===== src/design/cms_pkg.sv =====
// constants shared by the charger mode sequencer and its millisecond timer
package cms_pkg;
	// clock and timing
	localparam int unsigned CLK_HZ = 250_000_000;
	localparam int unsigned MS_CYC = CLK_HZ / 1000;
	localparam int DIV_W = 18;
	localparam int MS_W = 8;
	localparam logic [7:0] T_REG_ON_MS = 8'h32; // 50 ms
	localparam logic [7:0] T_CONV_ON_MS = 8'h96; // 150 ms
	localparam logic [7:0] T_REV_ON_MS = 8'h0A; // 10 ms
	// input limits in mA / mV
	localparam logic [15:0] IIN_DEFAULT_MA = 16'h0CB2;
	localparam logic [15:0] FLOOR_OFFSET_MV = 16'h0500;
	localparam logic [15:0] REV_OFFSET_MV = 16'h0500;
	localparam logic [15:0] REV_BASE_MV = 16'h0BB8;
	localparam logic [15:0] REV_LSB_MV = 16'h0008;
	// droop thresholds: base plus field times step
	localparam logic [15:0] TH1_BASE_MV = 16'h170C;
	localparam logic [15:0] TH1_STEP_MV = 16'h0064;
	localparam logic [15:0] TH2_BASE_MV = 16'h170C;
	localparam logic [15:0] TH2_STEP_MV = 16'h0064;
	// cell-count pin ratio, percent of regulator voltage
	localparam logic [6:0] CELL4_MIN_PCT = 7'h42;
	localparam logic [6:0] CELL3_MIN_PCT = 7'h32;
	localparam logic [6:0] CELL2_MIN_PCT = 7'h21;
	localparam logic [6:0] BAT_PRES_RISE_PCT = 7'h12;
	localparam logic [6:0] BAT_PRES_FALL_PCT = 7'h0F;
	// per cell count: charge voltage and system overvoltage defaults
	localparam logic [15:0] CHG4_MV = 16'h41A0;
	localparam logic [15:0] CHG3_MV = 16'h3130;
	localparam logic [15:0] CHG2_MV = 16'h20D0;
	localparam logic [15:0] CHG1_MV = 16'h1060;
	localparam logic [15:0] SOV4_MV = 16'h4C2C;
	localparam logic [15:0] SOV3_MV = 16'h4C2C;
	localparam logic [15:0] SOV2_MV = 16'h2EE0;
	localparam logic [15:0] SOV1_MV = 16'h1388;
	// reset values of control bits
	localparam logic LOW_POWER_RST = 1'b1;
	localparam logic ASSIST_OFF_RST = 1'b1;
	// power-up sequence states
	typedef enum logic [1:0] {PU_OFF, PU_WAIT, PU_SETUP, PU_RUN} cms_pu_e;
endpackage


===== src/design/cms_ms_timer.sv =====
// millisecond elapsed-time counter, restarted whenever its run level drops
`timescale 1ns/1ps
module cms_ms_timer #(
	parameter int unsigned P_CYC_PER_MS = cms_pkg::MS_CYC
) (
	// clock and reset
	input wire logic i_clk,
	input wire logic i_rst_n,
	// control
	input wire logic i_run,
	// elapsed milliseconds, saturating
	output logic [cms_pkg::MS_W-1:0] o_ms
);
	logic [cms_pkg::DIV_W-1:0] div_reg, div_next;
	logic [cms_pkg::MS_W-1:0] ms_reg, ms_next;
	localparam logic [cms_pkg::DIV_W-1:0] DIV_LAST = cms_pkg::DIV_W'(P_CYC_PER_MS - 1);

	// divider makes a one-cycle ms enable; saturation stops wrap-around false timeouts
	always_comb begin
		div_next = div_reg;
		ms_next = ms_reg;
		if (!i_run) begin
			div_next = '0;
			ms_next = '0;
		end else if (div_reg == DIV_LAST) begin
			div_next = '0;
			if (ms_reg != '1)
				ms_next = ms_reg + 1'b1;
		end else begin
			div_next = div_reg + 1'b1;
		end
	end

	always_ff @(posedge i_clk or negedge i_rst_n) begin
		if (!i_rst_n) begin
			div_reg <= '0;
			ms_reg <= '0;
		end else begin
			div_reg <= div_next;
			ms_reg <= ms_next;
		end
	end

	assign o_ms = ms_reg;
endmodule // cms_ms_timer


===== src/design/cms_sequencer.sv =====
// charger mode and power-up sequencer: low-power, assist, DC power-up, hi-z and reverse output control
`timescale 1ns/1ps
module cms_sequencer #(
	parameter int unsigned P_CYC_PER_MS = cms_pkg::MS_CYC
) (
	// clock and reset
	input wire logic i_clk,
	input wire logic i_rst_n,
	// comparator levels from the analog front end (asynchronous)
	input wire logic i_vbat_above_release,
	input wire logic i_vbus_above_conv_en,
	input wire logic i_vbus_below_ovp,
	input wire logic i_vbus_below_conv_off,
	input wire logic i_fault_any,
	input wire logic i_battery_overvoltage_trip,
	input wire logic i_limit_pin_below_hiz,
	input wire logic i_analog_supply_ready,
	// host pins (asynchronous)
	input wire logic i_reverse_assist_mode_pin,
	input wire logic i_reverse_enable_pin,
	// measurements from the converter ADC, same clock
	input wire logic [15:0] i_vbus_noload_mv,
	input wire logic [15:0] i_system_rail_mv,
	input wire logic [15:0] i_limit_pin_ma,
	input wire logic [6:0] i_cell_pin_pct,
	// host configuration, same clock; i_cfg_wr loads the control bits
	input wire logic i_cfg_wr,
	input wire logic i_cfg_low_power,
	input wire logic i_cfg_assist_off,
	input wire logic i_cfg_reverse_sel,
	input wire logic i_cfg_hiz,
	input wire logic i_cfg_reverse_range,
	input wire logic i_cfg_ok_in_reverse,
	input wire logic [3:0] i_cfg_feature_en,
	input wire logic i_iin_wr,
	input wire logic [15:0] i_iin_ma,
	input wire logic [11:0] i_reverse_voltage_code,
	input wire logic [7:0] i_reverse_current_code,
	input wire logic [5:0] i_min_sys_point,
	input wire logic [3:0] i_first_droop_threshold,
	input wire logic [1:0] i_second_droop_threshold,
	// power path and regulator controls
	output logic o_battery_switch_on,
	output logic o_gate_drive_regulator_en,
	output logic o_regulator_6v_en,
	output logic o_converter_en,
	output logic o_low_power_mode,
	output logic o_hiz,
	output logic [3:0] o_feature_en,
	// capacitor assist
	output logic o_capacitor_assist_mode,
	output logic o_assist_discharge,
	output logic [5:0] o_min_sys_point,
	output logic o_assist_off_bit,
	// open-drain pins, enable high pulls low
	output logic o_processor_hot_alert_o,
	output logic o_processor_hot_alert_oe,
	output logic o_charger_ok_output_o,
	output logic o_charger_ok_output_oe,
	// limits and defaults
	output logic [15:0] o_iin_reg_ma,
	output logic [15:0] o_iin_eff_ma,
	output logic [15:0] o_input_voltage_floor_mv,
	output logic [2:0] o_cell_count,
	output logic [15:0] o_charge_voltage_mv,
	output logic [15:0] o_system_overvoltage_limit_mv,
	output logic o_battery_present,
	// reverse output
	output logic o_reverse_active,
	output logic [15:0] o_reverse_output_voltage_mv,
	output logic [7:0] o_reverse_current_code
);
	// reset release through two flops
	logic rst_q1, rst_n;
	always_ff @(posedge i_clk or negedge i_rst_n) begin
		if (!i_rst_n) begin
			rst_q1 <= 1'b0;
			rst_n <= 1'b0;
		end else begin
			rst_q1 <= 1'b1;
			rst_n <= rst_q1;
		end
	end

	// pin synchronisers; only the second stage is read
	localparam int N_SYNC = 10;
	logic [N_SYNC-1:0] pin_raw, sync_q1, sync_q2;
	assign pin_raw = {i_vbat_above_release, i_vbus_above_conv_en, i_vbus_below_ovp, i_vbus_below_conv_off,
		i_fault_any, i_battery_overvoltage_trip, i_limit_pin_below_hiz, i_analog_supply_ready,
		i_reverse_assist_mode_pin, i_reverse_enable_pin};
	always_ff @(posedge i_clk or negedge rst_n) begin
		if (!rst_n) begin
			sync_q1 <= '0;
			sync_q2 <= '0;
		end else begin
			sync_q1 <= pin_raw;
			sync_q2 <= sync_q1;
		end
	end
	logic vbat_ok, vbus_on, vbus_below_ovp, vbus_off, fault, bat_ovp, lim_low, avdd_rdy, mode_pin, rev_pin;
	assign {vbat_ok, vbus_on, vbus_below_ovp, vbus_off, fault, bat_ovp, lim_low, avdd_rdy, mode_pin, rev_pin} = sync_q2;

	// control bits written by the host
	logic low_power_reg, low_power_next, assist_off_reg, assist_off_next;
	logic rev_sel_reg, rev_sel_next, hiz_bit_reg, hiz_bit_next;
	logic range_reg, range_next, ok_rev_reg, ok_rev_next;
	logic [3:0] feat_reg, feat_next;
	// sequence state
	cms_pkg::cms_pu_e pu_reg, pu_next;
	logic reg6_reg, reg6_next, conv_fwd_reg, conv_fwd_next;
	logic ok_reg, ok_next, cells_done_reg, cells_done_next, rev_run_reg, rev_run_next;
	logic [15:0] iin_reg, iin_next, floor_reg, floor_next, chg_reg, chg_next, sov_reg, sov_next;
	logic [2:0] cells_reg, cells_next;
	logic bat_pres_reg, bat_pres_next;
	// registered outputs
	logic bsw_reg, bsw_next, gdr_reg, gdr_next, conv_reg, conv_next, hiz_reg, hiz_next;
	logic assist_reg, assist_next, disch_reg, disch_next, hot_reg, hot_next;
	logic [15:0] eff_reg, eff_next, rev_mv_reg, rev_mv_next;
	logic [5:0] msp_reg;
	logic [7:0] rcur_reg;
	logic ok_oe_reg;

	// timers: forward power-up delay and reverse start delay
	logic [cms_pkg::MS_W-1:0] fwd_ms, rev_ms;
	logic rev_cond;
	cms_ms_timer #(.P_CYC_PER_MS(P_CYC_PER_MS)) u_fwd_timer (
		.i_clk(i_clk),
		.i_rst_n(rst_n),
		.i_run(vbus_on), // drop restarts the count
		.o_ms(fwd_ms)
	);
	cms_ms_timer #(.P_CYC_PER_MS(P_CYC_PER_MS)) u_rev_timer (
		.i_clk(i_clk),
		.i_rst_n(rst_n),
		.i_run(rev_cond),
		.o_ms(rev_ms)
	);

	// reverse enable qualifiers; a loaded cell configuration stands for a valid battery voltage
	assign rev_cond = rev_pin && rev_sel_reg && assist_off_reg && vbus_off && cells_done_reg;

	// next-state logic for all control state
	always_comb begin
		logic batt_only, assist_ok, fwd_ok, hiz, over;
		logic [15:0] th1_mv, th2_mv;
		{batt_only, assist_ok, fwd_ok, hiz, over} = '0;
		th1_mv = cms_pkg::TH1_BASE_MV + cms_pkg::TH1_STEP_MV * {12'h000, i_first_droop_threshold};
		th2_mv = cms_pkg::TH2_BASE_MV + cms_pkg::TH2_STEP_MV * {14'h0000, i_second_droop_threshold};
		{low_power_next, assist_off_next, rev_sel_next, hiz_bit_next, range_next, ok_rev_next, feat_next} =
			{low_power_reg, assist_off_reg, rev_sel_reg, hiz_bit_reg, range_reg, ok_rev_reg, feat_reg};
		pu_next = pu_reg;
		{reg6_next, conv_fwd_next, iin_next, floor_next, cells_done_next, cells_next} =
			{reg6_reg, conv_fwd_reg, iin_reg, floor_reg, cells_done_reg, cells_reg};
		{chg_next, sov_next, bat_pres_next} = {chg_reg, sov_reg, bat_pres_reg};
		if (i_cfg_wr) begin
			low_power_next = i_cfg_low_power;
			assist_off_next = i_cfg_assist_off; // host exit path
			rev_sel_next = i_cfg_reverse_sel;
			hiz_bit_next = i_cfg_hiz;
			range_next = i_cfg_reverse_range;
			ok_rev_next = i_cfg_ok_in_reverse;
			feat_next = i_cfg_feature_en;
		end
		// battery-only assist mode; host has set limits and thresholds beforehand
		batt_only = vbat_ok && !vbus_on;
		assist_ok = !assist_off_reg && !rev_sel_reg && mode_pin && batt_only;
		// fault sets the exit bit and beats a simultaneous host clear
		if (assist_ok && fault)
			assist_off_next = 1'b1;
		if (i_iin_wr)
			iin_next = i_iin_ma;
		// DC power-up sequence; any VBUS drop aborts it
		hiz = lim_low || hiz_bit_reg;
		if (!vbus_on) begin
			pu_next = cms_pkg::PU_OFF;
			reg6_next = 1'b0;
			conv_fwd_next = 1'b0;
		end else begin
			case (pu_reg)
				cms_pkg::PU_OFF: pu_next = cms_pkg::PU_WAIT;
				cms_pkg::PU_WAIT: begin
					if (fwd_ms >= cms_pkg::T_REG_ON_MS) begin
						reg6_next = 1'b1;
						pu_next = cms_pkg::PU_SETUP;
					end
				end
				cms_pkg::PU_SETUP: begin
					if (fwd_ms >= cms_pkg::T_CONV_ON_MS && cells_done_reg) begin
						over = i_vbus_noload_mv < cms_pkg::FLOOR_OFFSET_MV;
						floor_next = over ? 16'h0000 : i_vbus_noload_mv - cms_pkg::FLOOR_OFFSET_MV;
						conv_fwd_next = 1'b1;
						pu_next = cms_pkg::PU_RUN;
					end
				end
				cms_pkg::PU_RUN: pu_next = cms_pkg::PU_RUN;
				default: pu_next = cms_pkg::PU_OFF;
			endcase
		end
		// ok rising outside reverse loads the default input limit, ahead of the cell step
		fwd_ok = reg6_reg && vbus_on && vbus_below_ovp && !fault;
		ok_next = fwd_ok || (rev_run_reg && ok_rev_reg);
		if (ok_next && !ok_reg && !rev_run_reg)
			iin_next = cms_pkg::IIN_DEFAULT_MA;
		// cell configuration once the analog supply is up
		if (avdd_rdy && !cells_done_reg) begin
			cells_done_next = 1'b1;
			if (i_cell_pin_pct >= cms_pkg::CELL4_MIN_PCT) begin
				cells_next = 3'h4;
				chg_next = cms_pkg::CHG4_MV;
				sov_next = cms_pkg::SOV4_MV;
			end else if (i_cell_pin_pct >= cms_pkg::CELL3_MIN_PCT) begin
				cells_next = 3'h3;
				chg_next = cms_pkg::CHG3_MV;
				sov_next = cms_pkg::SOV3_MV;
			end else if (i_cell_pin_pct >= cms_pkg::CELL2_MIN_PCT) begin
				cells_next = 3'h2;
				chg_next = cms_pkg::CHG2_MV;
				sov_next = cms_pkg::SOV2_MV;
			end else begin
				cells_next = 3'h1;
				chg_next = cms_pkg::CHG1_MV;
				sov_next = cms_pkg::SOV1_MV;
			end
		end
		if (!avdd_rdy)
			cells_done_next = 1'b0;
		// battery presence with hysteresis
		if (i_cell_pin_pct > cms_pkg::BAT_PRES_RISE_PCT)
			bat_pres_next = 1'b1;
		else if (i_cell_pin_pct < cms_pkg::BAT_PRES_FALL_PCT)
			bat_pres_next = 1'b0;
		// reverse start after the qualifiers held long enough
		rev_run_next = rev_cond && (rev_ms >= cms_pkg::T_REV_ON_MS);
		// outputs
		bsw_next = batt_only;
		gdr_next = !low_power_reg || hiz || reg6_reg;
		hiz_next = hiz && vbus_on;
		// hi-z parks the converter; battery overvoltage halts reverse switching
		conv_next = !hiz && (conv_fwd_reg || (rev_run_reg && !bat_ovp));
		assist_next = assist_ok;
		disch_next = assist_ok && (i_system_rail_mv < th1_mv);
		hot_next = assist_ok && (i_system_rail_mv < th2_mv);
		eff_next = (i_limit_pin_ma < iin_reg) ? i_limit_pin_ma : iin_reg;
		rev_mv_next = (range_reg ? cms_pkg::REV_BASE_MV : cms_pkg::REV_BASE_MV + cms_pkg::REV_OFFSET_MV)
			+ cms_pkg::REV_LSB_MV * {4'h0, i_reverse_voltage_code};
	end

	// register stage; control bits take documented reset values
	always_ff @(posedge i_clk or negedge rst_n) begin
		if (!rst_n) begin
			low_power_reg <= cms_pkg::LOW_POWER_RST;
			assist_off_reg <= cms_pkg::ASSIST_OFF_RST;
			pu_reg <= cms_pkg::PU_OFF;
			iin_reg <= cms_pkg::IIN_DEFAULT_MA;
			ok_oe_reg <= 1'b1; // ok pin held low through reset
			{rev_sel_reg, hiz_bit_reg, range_reg, ok_rev_reg, feat_reg, reg6_reg, conv_fwd_reg, ok_reg} <= '0;
			{floor_reg, cells_done_reg, cells_reg, chg_reg, sov_reg, bat_pres_reg, rev_run_reg} <= '0;
			{bsw_reg, gdr_reg, conv_reg, hiz_reg, assist_reg, disch_reg, hot_reg, eff_reg, rev_mv_reg} <= '0;
			{msp_reg, rcur_reg} <= '0;
		end else begin
			{low_power_reg, assist_off_reg, rev_sel_reg, hiz_bit_reg, range_reg, ok_rev_reg, feat_reg} <=
				{low_power_next, assist_off_next, rev_sel_next, hiz_bit_next, range_next, ok_rev_next, feat_next};
			pu_reg <= pu_next;
			{reg6_reg, conv_fwd_reg, ok_reg, iin_reg, floor_reg, cells_done_reg, cells_reg} <=
				{reg6_next, conv_fwd_next, ok_next, iin_next, floor_next, cells_done_next, cells_next};
			{chg_reg, sov_reg, bat_pres_reg, rev_run_reg, bsw_reg, gdr_reg, conv_reg, hiz_reg} <=
				{chg_next, sov_next, bat_pres_next, rev_run_next, bsw_next, gdr_next, conv_next, hiz_next};
			{assist_reg, disch_reg, hot_reg, eff_reg, rev_mv_reg} <=
				{assist_next, disch_next, hot_next, eff_next, rev_mv_next};
			ok_oe_reg <= !ok_next; // oe high pulls the pin low
			{msp_reg, rcur_reg} <= {i_min_sys_point, i_reverse_current_code};
		end
	end

	// feature enables only take effect in performance mode
	logic [3:0] feat_out_reg;
	always_ff @(posedge i_clk or negedge rst_n) begin
		if (!rst_n)
			feat_out_reg <= '0;
		else
			feat_out_reg <= low_power_reg ? 4'h0 : feat_reg;
	end

	// output map; open-drain drive levels are tied low, only the enables move
	assign o_battery_switch_on = bsw_reg;
	assign o_gate_drive_regulator_en = gdr_reg;
	assign o_regulator_6v_en = reg6_reg;
	assign o_converter_en = conv_reg;
	assign o_low_power_mode = low_power_reg;
	assign o_hiz = hiz_reg;
	assign o_feature_en = feat_out_reg;
	assign o_capacitor_assist_mode = assist_reg;
	assign o_assist_discharge = disch_reg;
	assign o_min_sys_point = msp_reg; // held by the rail regulation loop
	assign o_assist_off_bit = assist_off_reg;
	assign o_processor_hot_alert_o = 1'b0;
	assign o_processor_hot_alert_oe = hot_reg;
	assign o_charger_ok_output_o = 1'b0;
	assign o_charger_ok_output_oe = ok_oe_reg; // released high only when ok
	assign o_iin_reg_ma = iin_reg;
	assign o_iin_eff_ma = eff_reg;
	assign o_input_voltage_floor_mv = floor_reg;
	assign o_cell_count = cells_reg;
	assign o_charge_voltage_mv = chg_reg;
	assign o_system_overvoltage_limit_mv = sov_reg;
	assign o_battery_present = bat_pres_reg;
	assign o_reverse_active = rev_run_reg;
	assign o_reverse_output_voltage_mv = rev_mv_reg;
	assign o_reverse_current_code = rcur_reg;
endmodule // cms_sequencer


===== config.mk =====
export PLATFORM = sky130hd
export DESIGN_NAME = cms_sequencer
export DESIGN_NICKNAME = d
export VERILOG_FILES = /design/src/design/cms_pkg.sv /design/src/design/cms_ms_timer.sv /design/src/design/cms_sequencer.sv
export SDC_FILE = /design/constraint.sdc
export NUM_CORES = 1
export LEC_CHECK = 0
export ABC_AREA = 0
export ABC_CLOCK_PERIOD_IN_PS = 11300
export BUFFER_PORTS_ARGS = -buffer_cell sky130_fd_sc_hd__buf_4
export CAP_MARGIN = 20
export CORE_MARGIN = 4
export CORE_UTILIZATION = 44
export DETAILED_ROUTE_END_ITERATION = 8
export HOLD_SLACK_MARGIN = 0.1
export PLACE_DENSITY = 0.7
export SYNTH_ARGS = -nofsm -noshare
export SYNTH_HDL_FRONTEND = slang
export SYNTH_SLANG_ARGS = --single-unit

===== constraint.sdc =====
create_clock -name i_clk -period 11.3 [get_ports i_clk]
set_clock_uncertainty 0.05 [all_clocks]
set_input_delay 1.13 -clock i_clk [delete_from_list [all_inputs] [get_ports i_clk]]
set_output_delay 1.13 -clock i_clk [all_outputs]
set_load 0.05 [all_outputs]

==> results.ini <==
[outcome]
status=complete, no violations

[logic_synthesis]
synth_edf_count=0
synth.mux.area_fraction=0.0471
yosys_warnings=0
ys.flop_type=dfrtp_1
yosys.area_share.adder=0.0849
yosysTopAreaCell=dfrtp_1
netlist_area_um2=8930
yosys-top-cells-area=dfrtp_1 50%, ha_1 8.3%, nor2_1 3.5%, xnor2_1 3.3%, mux2_2 3.0%
yosys.area_share.simple=0.143
synth_xor_area_frac=0.0627
yosysUniqueCellTypes=58
synth_top_area_frac=0.504
synthCells=807
synth_top_family_by_area=simple AND/OR/NAND/NOR gates
ys_ff_latch=189
asyncSetResetFlopFracSynth=1.00
synth-compound-area-share=0.0784
avgSynthCellArea_um2=11.1
synth-seq-area-share=0.531

[global_routing]
grt_pass1_vias=6373
antenna_found_initial=0
gr-total-overflow=0
grt_pass1_wl_mm=31.6
grt_max_degree=71
grt_usage=0.176

[power_and_ir_drop]
power_density_nw_per_um2=157
clockPowerShare=0.334
power.switching_w=0.000583
seqPwrFrac=0.422
power.leakage_nw=5.55
pwr-share-comb=0.245
swShare=0.323
p_int_w=0.00122
ir_drop_v=0.000127

[route]
wirelength_mm=19.8
drt_iter0_drc=306
drc=0
wl_per_cell_um=15.0
vias=6494
viasPerCell=4.93
first_pass_iters=4
ant_nets=0

[timing]
max_freq_ghz=0.289
grt_setup_unrepaired=no
worst_slew_pin_slew_ns=0.867
setup_tns_ns=0
period_needed_ns=3.47
drv_slew=0
slew_headroom=0.422
hold_viol_final=0
period_share=0.307
final.setup.worst_slack_ns=7.83
finalSetupViolCount=0

[setup_path]
path_buf_inv=2
cp-end-kind=register
worstPathArrival_ns=3.77
crit_required_ns=11.60
reg2regPathDepth=7
path_common_cell=ha_1
crit_cells=13
path_cells=buf_4, inv_1, ha_1, ha_1, fa_1, xnor2_1, o21ai_0, xor2_1, ha_1, a21o_1, a21oi_1, o211ai_1, a21oi_1
crit_slowest_cell=fa_1
cp-start-kind=primary input
crit_family=adder cells
critPathMaxStageDelay_ns=0.41
crit_type=primary input to register
path_max_fanout=5

[clocking]
clk_pin_slew_ns=0.07
cts-root-buf=clkbuf_16
numClockSinks=189
cts_buffer_depth=2
cts_tree=built
clk_latency_ns=0.43
cts-resized-gates=0
cts_buffers=17
cts_post_setup_buffers_inserted=0
holdBufCountCts=0
htree_num_levels=4

[final_layout]
syn2layout_area_growth_pct=28.4
drive_above_1_share=0.302
diodes=0
stdcell_count=1318
fin_nets=1227
fillers=1670

[floorplanning]
fp-row-count=51
dieWidth_um=150
core_area_um2=19700
io_pins=259
start_util=0.453
die_h_um=150
die_area_um2=22600

[place]
pre_cts_ws_ns=7.39
dpl.hpwl_mm=15.2
placedCellCount=1286
gp_congestion=0.810
io_buffers=239

[hold_path]
whs_path_depth=0
hold_path.class=register to register

[flow_run]
drv_cap=0

[path summary, 6_finish.rpt]
check	from	endpoint	slack [ns]
hold reg to reg	sync_q1[4]	sync_q2[4]	0.30
max in group asynchronous	rst_n	u_rev_timer.o_ms[6]	9.44
setup / recovery	i_first_droop_threshold[0]	o_assist_discharge	7.83
min in group asynchronous	rst_n	o_reverse_current_code[6]	0.38
setup reg to reg	o_iin_reg_ma[1]	o_iin_eff_ma[2]	8.73
hold / removal	sync_q1[4]	sync_q2[4]	0.30
[cells by family (layout without fill, tap and decap cells)]
| group | after synthesis | after routing |
|---|---|---|
| other cells | 2 | 18 |
| xor+xnor | 64 | 64 |
| fa+ha+maj | 60 | 60 |
| compound gates | 103 | 103 |
| flops | 189 | 189 |
| mux | 39 | 39 |
| buf+inv | 92 | 322 |
| simple gates | 258 | 258 |
[cell type report]
class                           instances  area, um2  area share
Multi-Input combinational cell        542       3780       0.330
Clock inverter                         13        151      0.0132
Tap cell                              265        332      0.0289
Sequential cell                       189       4740       0.414
Timing Repair Buffer                  245       1850       0.161
Clock buffer                           19        443      0.0386
Inverter                               45        169      0.0147
[power by group through the flow]
stage | Clock [W] | Sequential (W) | Combinational [W]
after detailed placement | 0 | 0.000775 | 0.000445
after floorplan | 0 | 0.000914 | 0.000167
after global placement | 0 | 0.000773 | 0.000439
after global routing | 0.000648 | 0.000768 | 0.000474
after CTS | 0.000619 | 0.000762 | 0.000447
final | 0.000602 | 0.000761 | 0.000442
[worst reg2reg max path: stages, from the launching register on]
cell	delay (ns)
dfstp_2	0.55
inv_1	0.06
ha_1	0.27
a2111oi_0	0.38
nor4_1	0.10
o21ai_0	0.17
a31o_2	0.47
mux2_2	0.39
[cells in the mapped netlist (2+ instances only)]
cell type and n:
nand3_1 24, and4_1 6, ha_1 59, nand4b_1 2, nor3_1 10, a211oi_1 4
nand2_1 56, o21a_1 5, dfrtp_1 180, inv_1 45, a21oi_1 25, nand2b_1 11
o31ai_1 5, conb_1 2, clkbuf_1 13, dfstp_2 9, o21ai_0 21, and3_1 6
a31oi_1 3, a21o_1 8, nor4_1 6, nor2b_1 13, xor2_1 30, or3_1 3
mux2_2 24, buf_4 31, nor2_1 83, mux2i_1 15, a22o_1 12, xnor2_1 34
nand4_1 15, nand3b_1 3, o211ai_1 9, nor3b_1 3, and2_1 9
[layout by cell type (no fill, tap or decap), types with 4 or more instances in the layout]
cell type / count
dfrtp_1: 179
nand3_1: 24
conb_1: 18
o31ai_1: 5
a21oi_1: 25
mux2i_1: 15
nand2_1: 56
inv_1: 45
o21ai_0: 21
clkbuf_16: 17
nor2_1: 83
o211ai_1: 9
a22o_1: 12
xnor2_1: 34
xor2_1: 30
nor4_1: 6
o21a_1: 5
nand2b_1: 11
nor3_1: 10
and2_1: 9
and3_1: 6
ha_1: 59
and4_1: 6
nand4_1: 15
a211oi_1: 4
buf_4: 243
nor2b_1: 13
inv_6: 6
dfstp_2: 9
a21o_1: 8
mux2_2: 24
[through the flow]
stage	cell area [um2]	total power [W]	hold WS (ns)	utilization
final	11500	0.00180	0.295	0.582
after global routing	11500	0.00189	0.310	0.582
after CTS	11500	0.00183	0.297	0.582
after detailed placement	10900	0.00122	0.286	0.551
after global placement	10900	0.00121	0.284	0.550
after floorplan	8990	0.00108	0.281	-
[per-layer routing]
metal,vias to the layer above,GRT usage,wire (um),share of wire
met5,-,0,0,0
met4,0,0.0645,455,0.023
met3,35,0.0421,1320,0.067
met2,192,0.287,9620,0.49
met1,3084,0.230,8400,0.42
li1,3183,-,-,-
(Power assumes the default switching activity.)
